===== src/shared/sauf_pkg.sv =====
`default_nettype none
package sauf_pkg;
	localparam int unsigned ADDR_W     = 8;
	localparam int unsigned DATA_W     = 32;
	localparam int unsigned ADDR_BYTES = 6;
	localparam int unsigned CNT_W      = 16;

	// Register offsets on the plain register port
	localparam logic [7:0] OFS_MODE = 8'h00;
	localparam logic [7:0] OFS_LOW  = 8'h2A;
	localparam logic [7:0] OFS_HIGH = 8'h2B;
	localparam logic [7:0] OFS_STAT = 8'h30;
	localparam logic [7:0] OFS_LAST = 8'h31;

	// Mode register field positions and reset
	localparam int unsigned MODE_UNICAST_ACCEPT_ENABLE_BIT = 0;
	localparam int unsigned MODE_PROMISCUOUS_ACCEPT_ENABLE_BIT = 1;
	localparam logic [1:0]  MODE_RESET    = 2'h0;

	// Station address reset values; the low word is arbitrary
	localparam logic [31:0] LOW_RESET  = 32'h0300_0002;
	localparam logic [15:0] HIGH_RESET = 16'h0100;

	// Status register field positions
	localparam int unsigned STAT_ACC_LSB = 0;
	localparam int unsigned STAT_REJ_LSB = 16;

	// Last decision register field positions
	localparam int unsigned LAST_ACC_BIT   = 0;
	localparam int unsigned LAST_MATCH_BIT = 1;
	localparam int unsigned LAST_GROUP_BIT = 2;

	// Individual/group bit of address byte 0
	localparam int unsigned GROUP_BIT = 0;

	localparam logic [2:0] IDX_FIRST = 3'h1;
	localparam logic [2:0] IDX_LAST  = 3'h5;

	typedef struct packed {
		logic       valid;
		logic       sof;
		logic [7:0] data;
	} sauf_rx_byte_t;

	typedef struct packed {
		logic valid;
		logic accept;
		logic own_match;
		logic group;
	} sauf_decision_t;

	typedef struct packed {
		logic promiscuous_accept_enable;
		logic unicast_accept_enable;
	} sauf_mode_t;

	typedef enum logic [0:0] {
		SAUF_IDLE,
		SAUF_COLLECT
	} sauf_state_t;
endpackage : sauf_pkg
`default_nettype wire


===== src/hw/sauf_lane_match.sv =====
`default_nettype none
module sauf_lane_match #(
	parameter int unsigned W = 8
) (
	input  wire logic [W-1:0] rx_lane,
	input  wire logic [W-1:0] own_lane,
	output var  logic         lane_eq
);
	assign lane_eq = (rx_lane == own_lane);
endmodule : sauf_lane_match
`default_nettype wire


===== src/hw/sauf_filter.sv =====
`default_nettype none
module sauf_filter (
	input  wire logic                                core_clk,
	input  wire logic                                rst_n,
	input  wire logic [sauf_pkg::ADDR_W-1:0]         reg_addr,
	input  wire logic [sauf_pkg::DATA_W-1:0]         reg_wdata,
	input  wire logic                                reg_wr,
	input  wire logic                                reg_rd,
	output var  logic [sauf_pkg::DATA_W-1:0]         reg_rdata,
	input  wire sauf_pkg::sauf_rx_byte_t             rx_byte,
	output var  sauf_pkg::sauf_decision_t            rx_decision
);
	// Register state
	logic [31:0]                     addr_low_q;
	logic [15:0]                     addr_high_q;
	sauf_pkg::sauf_mode_t            mode_q;
	logic [sauf_pkg::CNT_W-1:0]      acc_cnt_q;
	logic [sauf_pkg::CNT_W-1:0]      rej_cnt_q;
	logic [sauf_pkg::DATA_W-1:0]     rdata_q;
	logic [2:0]                      last_q;

	// Destination collection state
	sauf_pkg::sauf_state_t           state_q;
	sauf_pkg::sauf_state_t           state_d;
	logic [2:0]                      idx_q;
	logic [2:0]                      idx_d;
	logic [47:0]                     dest_q;
	logic [47:0]                     dest_d;
	logic                            cmp_go_q;
	logic                            cmp_go_d;
	sauf_pkg::sauf_decision_t        dec_q;
	sauf_pkg::sauf_decision_t        dec_d;

	// Register decode
	wire wr_mode = reg_wr && (reg_addr == sauf_pkg::OFS_MODE);
	wire wr_low  = reg_wr && (reg_addr == sauf_pkg::OFS_LOW);
	wire wr_high = reg_wr && (reg_addr == sauf_pkg::OFS_HIGH);
	wire wr_stat = reg_wr && (reg_addr == sauf_pkg::OFS_STAT);

	wire [31:0] mode_rd = {30'h0, mode_q.promiscuous_accept_enable, mode_q.unicast_accept_enable};
	wire [31:0] high_rd = {16'h0000, addr_high_q};
	wire [31:0] stat_rd = {rej_cnt_q, acc_cnt_q};
	wire [31:0] last_rd = {29'h0, last_q};

	logic [31:0] rd_mux;
	always_comb begin
		unique case (reg_addr)
			sauf_pkg::OFS_MODE: rd_mux = mode_rd;
			sauf_pkg::OFS_LOW:  rd_mux = addr_low_q;
			sauf_pkg::OFS_HIGH: rd_mux = high_rd;
			sauf_pkg::OFS_STAT: rd_mux = stat_rd;
			sauf_pkg::OFS_LAST: rd_mux = last_rd;
			default:            rd_mux = 32'h0000_0000;
		endcase
	end

	// Station address registers; writes land at the clock edge, so any
	// comparison started on a later edge already sees the new address
	always_ff @(posedge core_clk or negedge rst_n) begin
		if (!rst_n) begin
			addr_low_q  <= sauf_pkg::LOW_RESET;
			addr_high_q <= sauf_pkg::HIGH_RESET;
		end else begin
			if (wr_low) begin
				addr_low_q <= reg_wdata;
			end
			if (wr_high) begin
				addr_high_q <= reg_wdata[15:0];
			end
		end
	end

	always_ff @(posedge core_clk or negedge rst_n) begin
		if (!rst_n) begin
			mode_q <= sauf_pkg::MODE_RESET;
		end else if (wr_mode) begin
			mode_q.unicast_accept_enable <= reg_wdata[sauf_pkg::MODE_UNICAST_ACCEPT_ENABLE_BIT];
			mode_q.promiscuous_accept_enable <= reg_wdata[sauf_pkg::MODE_PROMISCUOUS_ACCEPT_ENABLE_BIT];
		end
	end

	// Read data stands only in the cycle after the strobe
	always_ff @(posedge core_clk or negedge rst_n) begin
		if (!rst_n) begin
			rdata_q <= 32'h0000_0000;
		end else begin
			rdata_q <= reg_rd ? rd_mux : 32'h0000_0000;
		end
	end

	// Byte order on the medium: byte 0 first, stored in bits 7:0
	wire take_first = rx_byte.valid && rx_byte.sof;
	wire take_next  = rx_byte.valid && !rx_byte.sof && (state_q == sauf_pkg::SAUF_COLLECT);
	wire [5:0] lane_sel;

	genvar gi;
	generate
		for (gi = 0; gi < 6; gi++) begin : g_sel
			assign lane_sel[gi] = take_next && (idx_q == 3'(gi));
		end
	endgenerate

	always_comb begin
		state_d  = state_q;
		idx_d    = idx_q;
		dest_d   = dest_q;
		cmp_go_d = 1'b0;
		unique case (state_q)
			sauf_pkg::SAUF_IDLE: begin
				if (take_first) begin
					dest_d[7:0] = rx_byte.data;
					idx_d       = sauf_pkg::IDX_FIRST;
					state_d     = sauf_pkg::SAUF_COLLECT;
				end
			end
			sauf_pkg::SAUF_COLLECT: begin
				// A new start of frame abandons a partial address
				if (take_first) begin
					dest_d[7:0] = rx_byte.data;
					idx_d       = sauf_pkg::IDX_FIRST;
				end else if (take_next) begin
					dest_d[{idx_q, 3'b000} +: 8] = rx_byte.data;
					idx_d                        = idx_q + 3'h1;
					if (idx_q == sauf_pkg::IDX_LAST) begin
						cmp_go_d = 1'b1;
						state_d  = sauf_pkg::SAUF_IDLE;
					end
				end
			end
		endcase
	end

	always_ff @(posedge core_clk or negedge rst_n) begin
		if (!rst_n) begin
			state_q  <= sauf_pkg::SAUF_IDLE;
			idx_q    <= 3'h0;
			dest_q   <= 48'h0000_0000_0000;
			cmp_go_q <= 1'b0;
		end else begin
			state_q  <= state_d;
			idx_q    <= idx_d;
			dest_q   <= dest_d;
			cmp_go_q <= cmp_go_d;
		end
	end

	// Station address as one 48-bit word, byte 0 in the low lane
	wire [47:0] own_addr = {addr_high_q, addr_low_q};
	wire [5:0]  lane_eq;

	generate
		for (gi = 0; gi < 6; gi++) begin : g_lane
			sauf_lane_match #(
				.W (8)
			) u_lane (
				.rx_lane  (dest_q[gi*8 +: 8]),
				.own_lane (own_addr[gi*8 +: 8]),
				.lane_eq  (lane_eq[gi])
			);
		end
	endgenerate

	wire own_match = &lane_eq;
	wire is_group  = dest_q[sauf_pkg::GROUP_BIT];

	// Group frames are passed on as not accepted here unless promiscuous;
	// later filtering decides on them
	wire uc_accept = mode_q.unicast_accept_enable && own_match && !is_group;
	wire accept    = mode_q.promiscuous_accept_enable || uc_accept;

	always_comb begin
		dec_d           = '0;
		dec_d.valid     = cmp_go_q;
		dec_d.accept    = cmp_go_q && accept;
		dec_d.own_match = cmp_go_q && own_match;
		dec_d.group     = cmp_go_q && is_group;
	end

	always_ff @(posedge core_clk or negedge rst_n) begin
		if (!rst_n) begin
			dec_q <= '0;
		end else begin
			dec_q <= dec_d;
		end
	end

	// Accept and reject counters; a count in the clearing cycle is kept
	wire [sauf_pkg::CNT_W-1:0] acc_inc = (cmp_go_q && accept) ? 16'h0001 : 16'h0000;
	wire [sauf_pkg::CNT_W-1:0] rej_inc = (cmp_go_q && !accept) ? 16'h0001 : 16'h0000;
	wire                       acc_sat = &acc_cnt_q;
	wire                       rej_sat = &rej_cnt_q;

	always_ff @(posedge core_clk or negedge rst_n) begin
		if (!rst_n) begin
			acc_cnt_q <= 16'h0000;
			rej_cnt_q <= 16'h0000;
		end else if (wr_stat) begin
			acc_cnt_q <= acc_inc;
			rej_cnt_q <= rej_inc;
		end else begin
			if (!acc_sat) begin
				acc_cnt_q <= acc_cnt_q + acc_inc;
			end
			if (!rej_sat) begin
				rej_cnt_q <= rej_cnt_q + rej_inc;
			end
		end
	end

	// Last decision kept for software
	always_ff @(posedge core_clk or negedge rst_n) begin
		if (!rst_n) begin
			last_q <= 3'h0;
		end else if (cmp_go_q) begin
			last_q[sauf_pkg::LAST_ACC_BIT]   <= accept;
			last_q[sauf_pkg::LAST_MATCH_BIT] <= own_match;
			last_q[sauf_pkg::LAST_GROUP_BIT] <= is_group;
		end
	end

	assign reg_rdata   = rdata_q;
	assign rx_decision = dec_q;
endmodule : sauf_filter
`default_nettype wire


===== config.mk =====
export PLATFORM = sky130hd
export DESIGN_NAME = sauf_filter
export DESIGN_NICKNAME = d
export VERILOG_FILES = /design/src/shared/sauf_pkg.sv /design/src/hw/sauf_lane_match.sv /design/src/hw/sauf_filter.sv
export SDC_FILE = /design/constraint.sdc
export NUM_CORES = 1
export LEC_CHECK = 0
export BUFFER_PORTS_ARGS = -buffer_cell sky130_fd_sc_hd__buf_2
export CORE_MARGIN = 2
export CORE_UTILIZATION = 29
export CTS_CLUSTER_SIZE = 40
export DETAILED_ROUTE_END_ITERATION = 12
export SLEW_MARGIN = 20
export SYNTH_ARGS = -nofsm -noshare
export SYNTH_HDL_FRONTEND = slang
export SYNTH_HIERARCHICAL = 1
export SYNTH_SLANG_ARGS = --single-unit

===== constraint.sdc =====
create_clock -name core_clk -period 3.4 [get_ports core_clk]
set_input_delay 0.68 -clock core_clk [delete_from_list [all_inputs] [get_ports core_clk]]
set_output_delay 0.68 -clock core_clk [all_outputs]
set_load 0.02 [all_outputs]

==> key figures, run 1 <==
Outcome
  • Status: finished clean

Final layout
  • Total Nets Final: 888
  • Syn-to-layout area delta: 18.83%
  • Share of cells above drive strength 1: 0.2644
  • Antenna Cells: 0
  • Design area: 0.009761 mm^2

Critical path
  • Crit path capture: acc_cnt_q[12]
  • R2r endpoint: acc_cnt_q[12]
  • Startpoint types: flop
  • CP max FO: 6
  • CP startpoint: addr_low_q[25]
  • R2R cell count: 11
  • FF-to-FF setup slack: 0.51 ns
  • Worst setup path category: flop to flop
  • Worst setup EP type: flop
  • Critical Path AT: 3.18 ns
  • Data required time of the worst path: 3.69 ns
  • Reg-to-reg critical path startpoint: addr_low_q[25]

CTS
  • Clock Latency Late Sink: 0.43 ns
  • Clock sinks: 174
  • Post-CTS setup buffer count: 0
  • Clock Pin Slew Worst Setup and Hold Paths: 0.07 ns
  • Root buffer cell: clkbuf_16
  • CTS tree: yes
  • Max clock buf depth: 2
  • Cts repair resizes: 0
  • CTS buffer count: 17
  • Max H-tree Level: 4
  • Hold_buf cts: 0

Die
  • Initial Utilization: 0.2949
  • Chip width: 172.3 um
  • Ports: 90
  • Die height: 172.3 um
  • DIE AREA: 0.02969 mm^2
  • Placement row count: 61
  • Core Area: 0.02786 mm^2

Pwr
  • Power Total: 5.988 mW
  • Leakage: 4.296 nW
  • Peak VDD IR: 0.0003502 V
  • PwrDens: 613.5 mW/mm^2

Logic synthesis
  • Avg Cell Area, Syn: 11.16 um^2
  • #FFs+latches synth: 174
  • Async set or reset register ratio after synthesis: 1.000
  • Post-synth cell types: 58
  • Area leader, netlist: dfrtp_1
  • Cells after Synth: 736
  • Sequential element share of the synthesized area: 0.5307
  • Syn_nets: 800
  • Yosys warns: 6
  • Synthesized area: 0.008214 mm^2
  • Post-synth top area share: 0.5179
  • EDFF count, synth: 0
  • Area contributors post-synth: dfrtp_1 52%, mux2_2 9.9%, xnor2_1 5.1%
  • Top FF cell, synth: dfrtp_1

Drt
  • Total Routed Length: 20,390 um
  • Final ANT Viol Nets: 0
  • DR vias: 5,917
  • DR iter-0 viols: 323
  • Routed vias/inst: 4.874
  • Drt drc: 0
  • Routed length per instance: 16.80 um
  • DRT Pass-1 Iters: 6

Timing
  • Achievable clock frequency: 0.3458 GHz
  • Setup TNS Final: 0 ns
  • Worst-margin pin slew: 0.9138 ns
  • Max-Slew Margin vs Limit: 0.3895
  • Clock period minus final worst setup slack: 2.891 ns
  • Worst Skew: 0.01241 ns
  • Count of final hold-check violations: 0
  • Unrepaired setup endpoints after global routing: no
  • Crit share post-route: 0.8504
  • Slew Limit Fails: 0
  • Final setup violation count: 0

GRT
  • Largest net degree at the start of global routing: 90
  • Global route overflow: 0
  • Global-route usage over all layers: 0.1439
  • Initial antenna violation count: 2
  • First-pass GRT wire length: 32,560 um
  • Number of global-route vias before repair: 5,872

Placed design
  • Input/output buffers: 89
  • Area of placed instances: 0.009124 mm^2
  • Routability Congestion: 0.8157
  • Hpwl dp: 15,210 um

Run
  • Max Cap Violations: 0

Min path
  • Min-delay worst type: primary input to asynchronous set/reset pin
-- stage by stage --
| step | utilization | worst slack, ns | hold WS [ns] | instances |
|---|---|---|---|---|
| finish | 0.3504 | 0.5085 | 0.3037 | 1214 |
| global placement | 0.3275 | 0.5904 | 0.4757 | 1183 |
| CTS | 0.3504 | 0.4874 | 0.3638 | 1214 |
| global route | 0.3504 | 0.1518 | 0.3784 | 1214 |
| floorplan | - | 0.8144 | 0.3844 | 736 |
| detailed placement | 0.3275 | 0.5012 | 0.4805 | 1183 |
-- layout make-up --
cell class / instances / area, um^2
fillers: 2789 / 18100
flip-flops and latches: 174 / 4359
multi-input cells: 513 / 3650
repair buffers: 104 / 589.3
well taps: 378 / 473.0
clock buffers: 21 / 450.4
clock inverters: 10 / 186.4
inverters: 14 / 52.55
-- where the power goes --
group          switching, mW  internal, mW  total, mW
logic                  0.649         0.549       1.20
registers              0.291          2.36       2.66
clock network          0.813          1.32       2.14
-- how the worst min path moves through the flow --
stage | startpoint | end | cells past startpoint
6_report | rst_n | reg_rdata[3] | 1
4_1_cts | rst_n | reg_rdata[3] | 1
2_1_floorplan | rst_n | acc_cnt_q[0] | 0
3_3_place_gp | last_q[0] | last_q[0] | 1
5_1_grt | rst_n | reg_rdata[4] | 1
3_5_place_dp | last_q[0] | last_q[0] | 1
-- routing by layer --
metal	global-route usage	up-vias	share of wire
li1	-	2859	-
met1	0.1910	2918	0.45
met2	0.2268	103	0.48
met3	0.03593	33	0.046
met4	0.05444	4	0.021
met5	0	-	0.00088
-- state kept, by name, summed over array words and instances (netlist names) --
signal,flops
last_q,3
addr_low_q,32
state_q,1
addr_high_q,16
idx_q,3
cmp_go_q,1
rx_decision,4
reg_rdata,32
acc_cnt_q,16
dest_q,48
rej_cnt_q,16
mode_q,2
-- cell usage in the layout (no fill, tap or decap), types with 4 or more instances in the layout --
cell type    n
or3_1       12
dfstp_2      4
clkbuf_16   17
o41ai_1      4
nand3_1     19
mux2_1      13
a22oi_1     31
or4_1        5
o21ai_0     45
mux2_2      72
nor3_1      10
buf_2       88
o31ai_1      5
dfrtp_1    170
a21oi_1     24
mux2i_1      6
nor4_1       6
nand2_1     58
nand4_1     27
xnor2_1     48
inv_1       14
bufinv_16    5
nor2_1      50
ha_1        10
and2_1       5
and4_1       4
and3_1       9
buf_4       13
-- cell families (layout without fill, tap and decap cells) --
kind of cell,count (synthesis),count (layout),synth area share
fa+ha+maj,10,10,0.01523
buf+inv,49,149,0.02620
xor+xnor,48,48,0.05118
mux,91,91,0.1238
compound gates,131,131,0.09992
flops,174,174,0.5307
simple gates,233,233,0.1529
-- worst max-delay path: stages (launching register included) --
cell and delay, ns:
dfstp_2 0.55, xnor2_1 0.12, nand4_1 0.11, nor2_1 0.22, and4_1 0.24, a21oi_1 0.08
nor2b_1 0.25, ha_1 0.24, and3_1 0.19, nand4_1 0.22, o311ai_0 0.40, o41ai_1 0.14
-- cells in the mapped netlist (3+ instances only) --
cell and instances:
and3_1 9, nand4_1 27, o22ai_1 3, o41ai_1 4
mux2_1 13, nor2_1 50, nor3_1 10, nor4_1 6
o31ai_1 5, nand3_1 19, xnor2_1 48, o21ai_0 45
a22o_1 3, a21oi_1 24, nor3_2 3, and4b_1 3
and2_1 5, dfrtp_1 170, inv_1 14, or4_1 5
nand4b_1 3, mux2i_1 6, ha_1 10, or3_1 12
clkbuf_1 19, mux2_2 72, nand2_1 58, dfstp_2 4
and4_1 4, buf_2 13, a22oi_1 31
No activity file was read; power rests on OpenSTA's default activity.
==> run 2: changes to the inputs <==
Settings changed: PLACE_DENSITY set to 0.53.
==> key figures, run 2 (synthesis results as in run 1) <==
GRT
  • First-pass GRT wire length: 33,250 um (+2.1%)
  • Number of global-route vias before repair: 5,817 (-0.94%)
  • Global-route usage over all layers: 0.1474 (+0.003525)
  • Initial antenna violation count: 1 (-1)
  • Largest net degree at the start of global routing: 63 (-30%)
  • Global route overflow: 0 (unchanged)
  • GRT met3 Usage: 0.03113 (-0.004807)
  • Met1 Track Usage GR: 0.1999 (+0.008959)
  • Met2 usage: 0.2354 (+0.008556)
  • GR peak layer: met2

CTS
  • Root buffer cell: clkbuf_16
  • Cts repair resizes: 0 (unchanged)
  • Max H-tree Level: 4 (unchanged)
  • Clock sinks: 174 (unchanged)
  • Clock Pin Slew Worst Setup and Hold Paths: 0.07 ns (about the same)
  • Hold_buf cts: 0 (unchanged)
  • CTS buffer count: 17 (unchanged)
  • CTS tree: yes
  • Clock Latency Late Sink: 0.43 ns (about the same)
  • Max clock buf depth: 2 (unchanged)
  • Post-CTS setup buffer count: 0 (unchanged)

Critical path
  • Worst setup path category: flop to flop
  • Data required time of the worst path: 3.68 ns (about the same)
  • Critical Path AT: 3.13 ns (-0.05 ns)
  • Worst setup EP type: flop
  • CP max FO: 6 (unchanged)
  • Startpoint types: flop

Timing
  • Max-Slew Margin vs Limit: 0.3670 (-0.02244)
  • Count of final hold-check violations: 0 (unchanged)
  • Clock period minus final worst setup slack: 2.856 ns (-0.03569 ns)
  • Unrepaired setup endpoints after global routing: no
  • Worst hold slack: 0.2383 ns (-0.06538 ns)
  • Achievable clock frequency: 0.3502 GHz (+1.2%)
  • Crit share post-route: 0.8399 (-0.01050)
  • Worst Skew: 0.007516 ns (-0.004895 ns)
  • Worst Slack Setup Final: 0.5442 ns (+0.03569 ns)
  • Final setup violation count: 0 (unchanged)
  • Worst-margin pin slew: 0.9495 ns (+0.03564 ns)
  • Setup TNS Final: 0 ns (unchanged)
  • Slew Limit Fails: 0 (unchanged)

Drt
  • Routed vias/inst: 4.861 (-0.27%)
  • Routed length per instance: 17.29 um (+2.9%)
  • Drt drc: 0 (unchanged)
  • DRT Pass-1 Iters: 4 (-2)
  • DR vias: 5,911 (-0.10%)
  • DR iter-0 viols: 286 (-11%)
  • Total Routed Length: 21,020 um (+3.1%)
  • Final ANT Viol Nets: 0 (unchanged)

Pwr
  • Internal power: 4.138 mW (-2.3%)
  • Sw Ratio: 0.2985 (+0.005808)
  • NetSw: 1.761 mW (+0.45%)
  • Clock power frac: 0.349 (-0.008)
  • Peak VDD IR: 0.0003414 V (-2.5%)
  • Part of the power in registers: 0.451 (+0.008)
  • Leakage: 4.294 nW (about the same)
  • PwrDens: 604.5 mW/mm^2 (-1.5%)
  • Power Total: 5.898 mW (-1.5%)
  • Gate power share: 0.200 (about the same)

Outcome
  • Status: finished clean

Final layout
  • Share of cells above drive strength 1: 0.2685 (+0.004142)
  • Sequential standard cell area: 0.004359 mm^2 (unchanged)
  • Max reg flops: 48 (unchanged)
  • Layout fillers: 2,827 (+1.4%)
  • Biggest register: dest_q
  • Multi-input gate area: 0.003650 mm^2 (unchanged)
  • Commonest non-fill, non-tap cells in the layout: 170 x dfrtp_1, 88 x buf_2, 72 x mux2_2, 58 x nand2_1, 50 x nor2_1
  • Syn-to-layout area delta: 18.78% (about the same)
  • Most common cell after layout, fill and taps aside: dfrtp_1
  • Final core occ: 0.3502 (about the same)
  • Design area: 0.009757 mm^2 (about the same)
  • Finished Layout Cells: 1,216 (+0.16%)
  • Antenna Cells: 0 (unchanged)
  • Total Nets Final: 889 (+0.11%)

Die
  • Ports: 90 (unchanged)
  • Chip width: 172.3 um (unchanged)
  • Placement row count: 61 (unchanged)
  • Initial Utilization: 0.2949 (unchanged)
  • Die height: 172.3 um (unchanged)
  • Core Area: 0.02786 mm^2 (unchanged)
  • DIE AREA: 0.02969 mm^2 (unchanged)

Placed design
  • Input/output buffers: 89 (unchanged)
  • Worst slack at placement: 0.5266 ns (+0.02531 ns)
  • Placed Instances: 1,184 (+0.085%)
  • Hpwl dp: 15,500 um (+1.9%)
  • Routability Congestion: 0.7756 (-4.9%)
  • Area of placed instances: 0.009131 mm^2 (about the same)

Run
  • Max Cap Violations: 0 (unchanged)

Min path
  • Min-delay worst type: primary input to asynchronous set/reset pin
-- run 2: cell types whose count changed in the layout (fill, tap and decap cells not counted) --
cell,previous run,this run
clkinvlp_4,0,1
clkbuf_1,3,1
clkinv_4,2,3
buf_4,13,14
bufinv_16,5,3
inv_6,1,3
clkinv_2,2,1
clkbuf_8,1,3
-- run 2: worst paths after layout --
kind	from	endpoint	slack (ns)	cells past startpoint
worst max-delay path	addr_low_q[25]	acc_cnt_q[14]	0.54	11
worst min-delay path	rst_n	reg_rdata[3]	0.24	1
worst max register to register	addr_low_q[25]	acc_cnt_q[14]	0.54	11
worst min register to register	last_q[0]	last_q[0]	0.48	1
max in group asynchronous	rst_n	rej_cnt_q[4]	2.37	2
min in group core_clk	reg_wdata[28]	addr_low_q[28]	0.47	2
-- run 2: power by group through the flow --
stage,registers [mW],logic (mW),clock network [mW]
after floorplan,2.59,0.904,0
final,2.66,1.18,2.06
after detailed placement,2.70,1.19,0
after CTS,2.66,1.20,2.11
after global placement,2.70,1.18,0
after global routing,2.71,1.33,2.20
-- run 2: layout make-up --
type,instances,area share
tap,378,0.04847
multi-input combinational,513,0.3741
clock buffer,21,0.04822
clock inverter,11,0.01590
timing repair buffer,105,0.06117
inverter,14,0.005386
sequential,174,0.4468
-- run 2: layer usage --
layer / up-vias / share of wire
li1: 2854 / -
met4: 0 / 0.019
met3: 21 / 0.041
met2: 108 / 0.47
met5: - / 0
met1: 2928 / 0.47
-- run 2: critical path, cell delays in order (launching register included) --
cell and delay [ns]:
dfstp_2 0.55, xnor2_1 0.12, nand4_1 0.11, nor2_1 0.19
and4_1 0.25, a21oi_1 0.09, nor2b_1 0.24, ha_1 0.24
and3_1 0.19, nand4_1 0.21, o311ai_0 0.39, o41ai_1 0.13
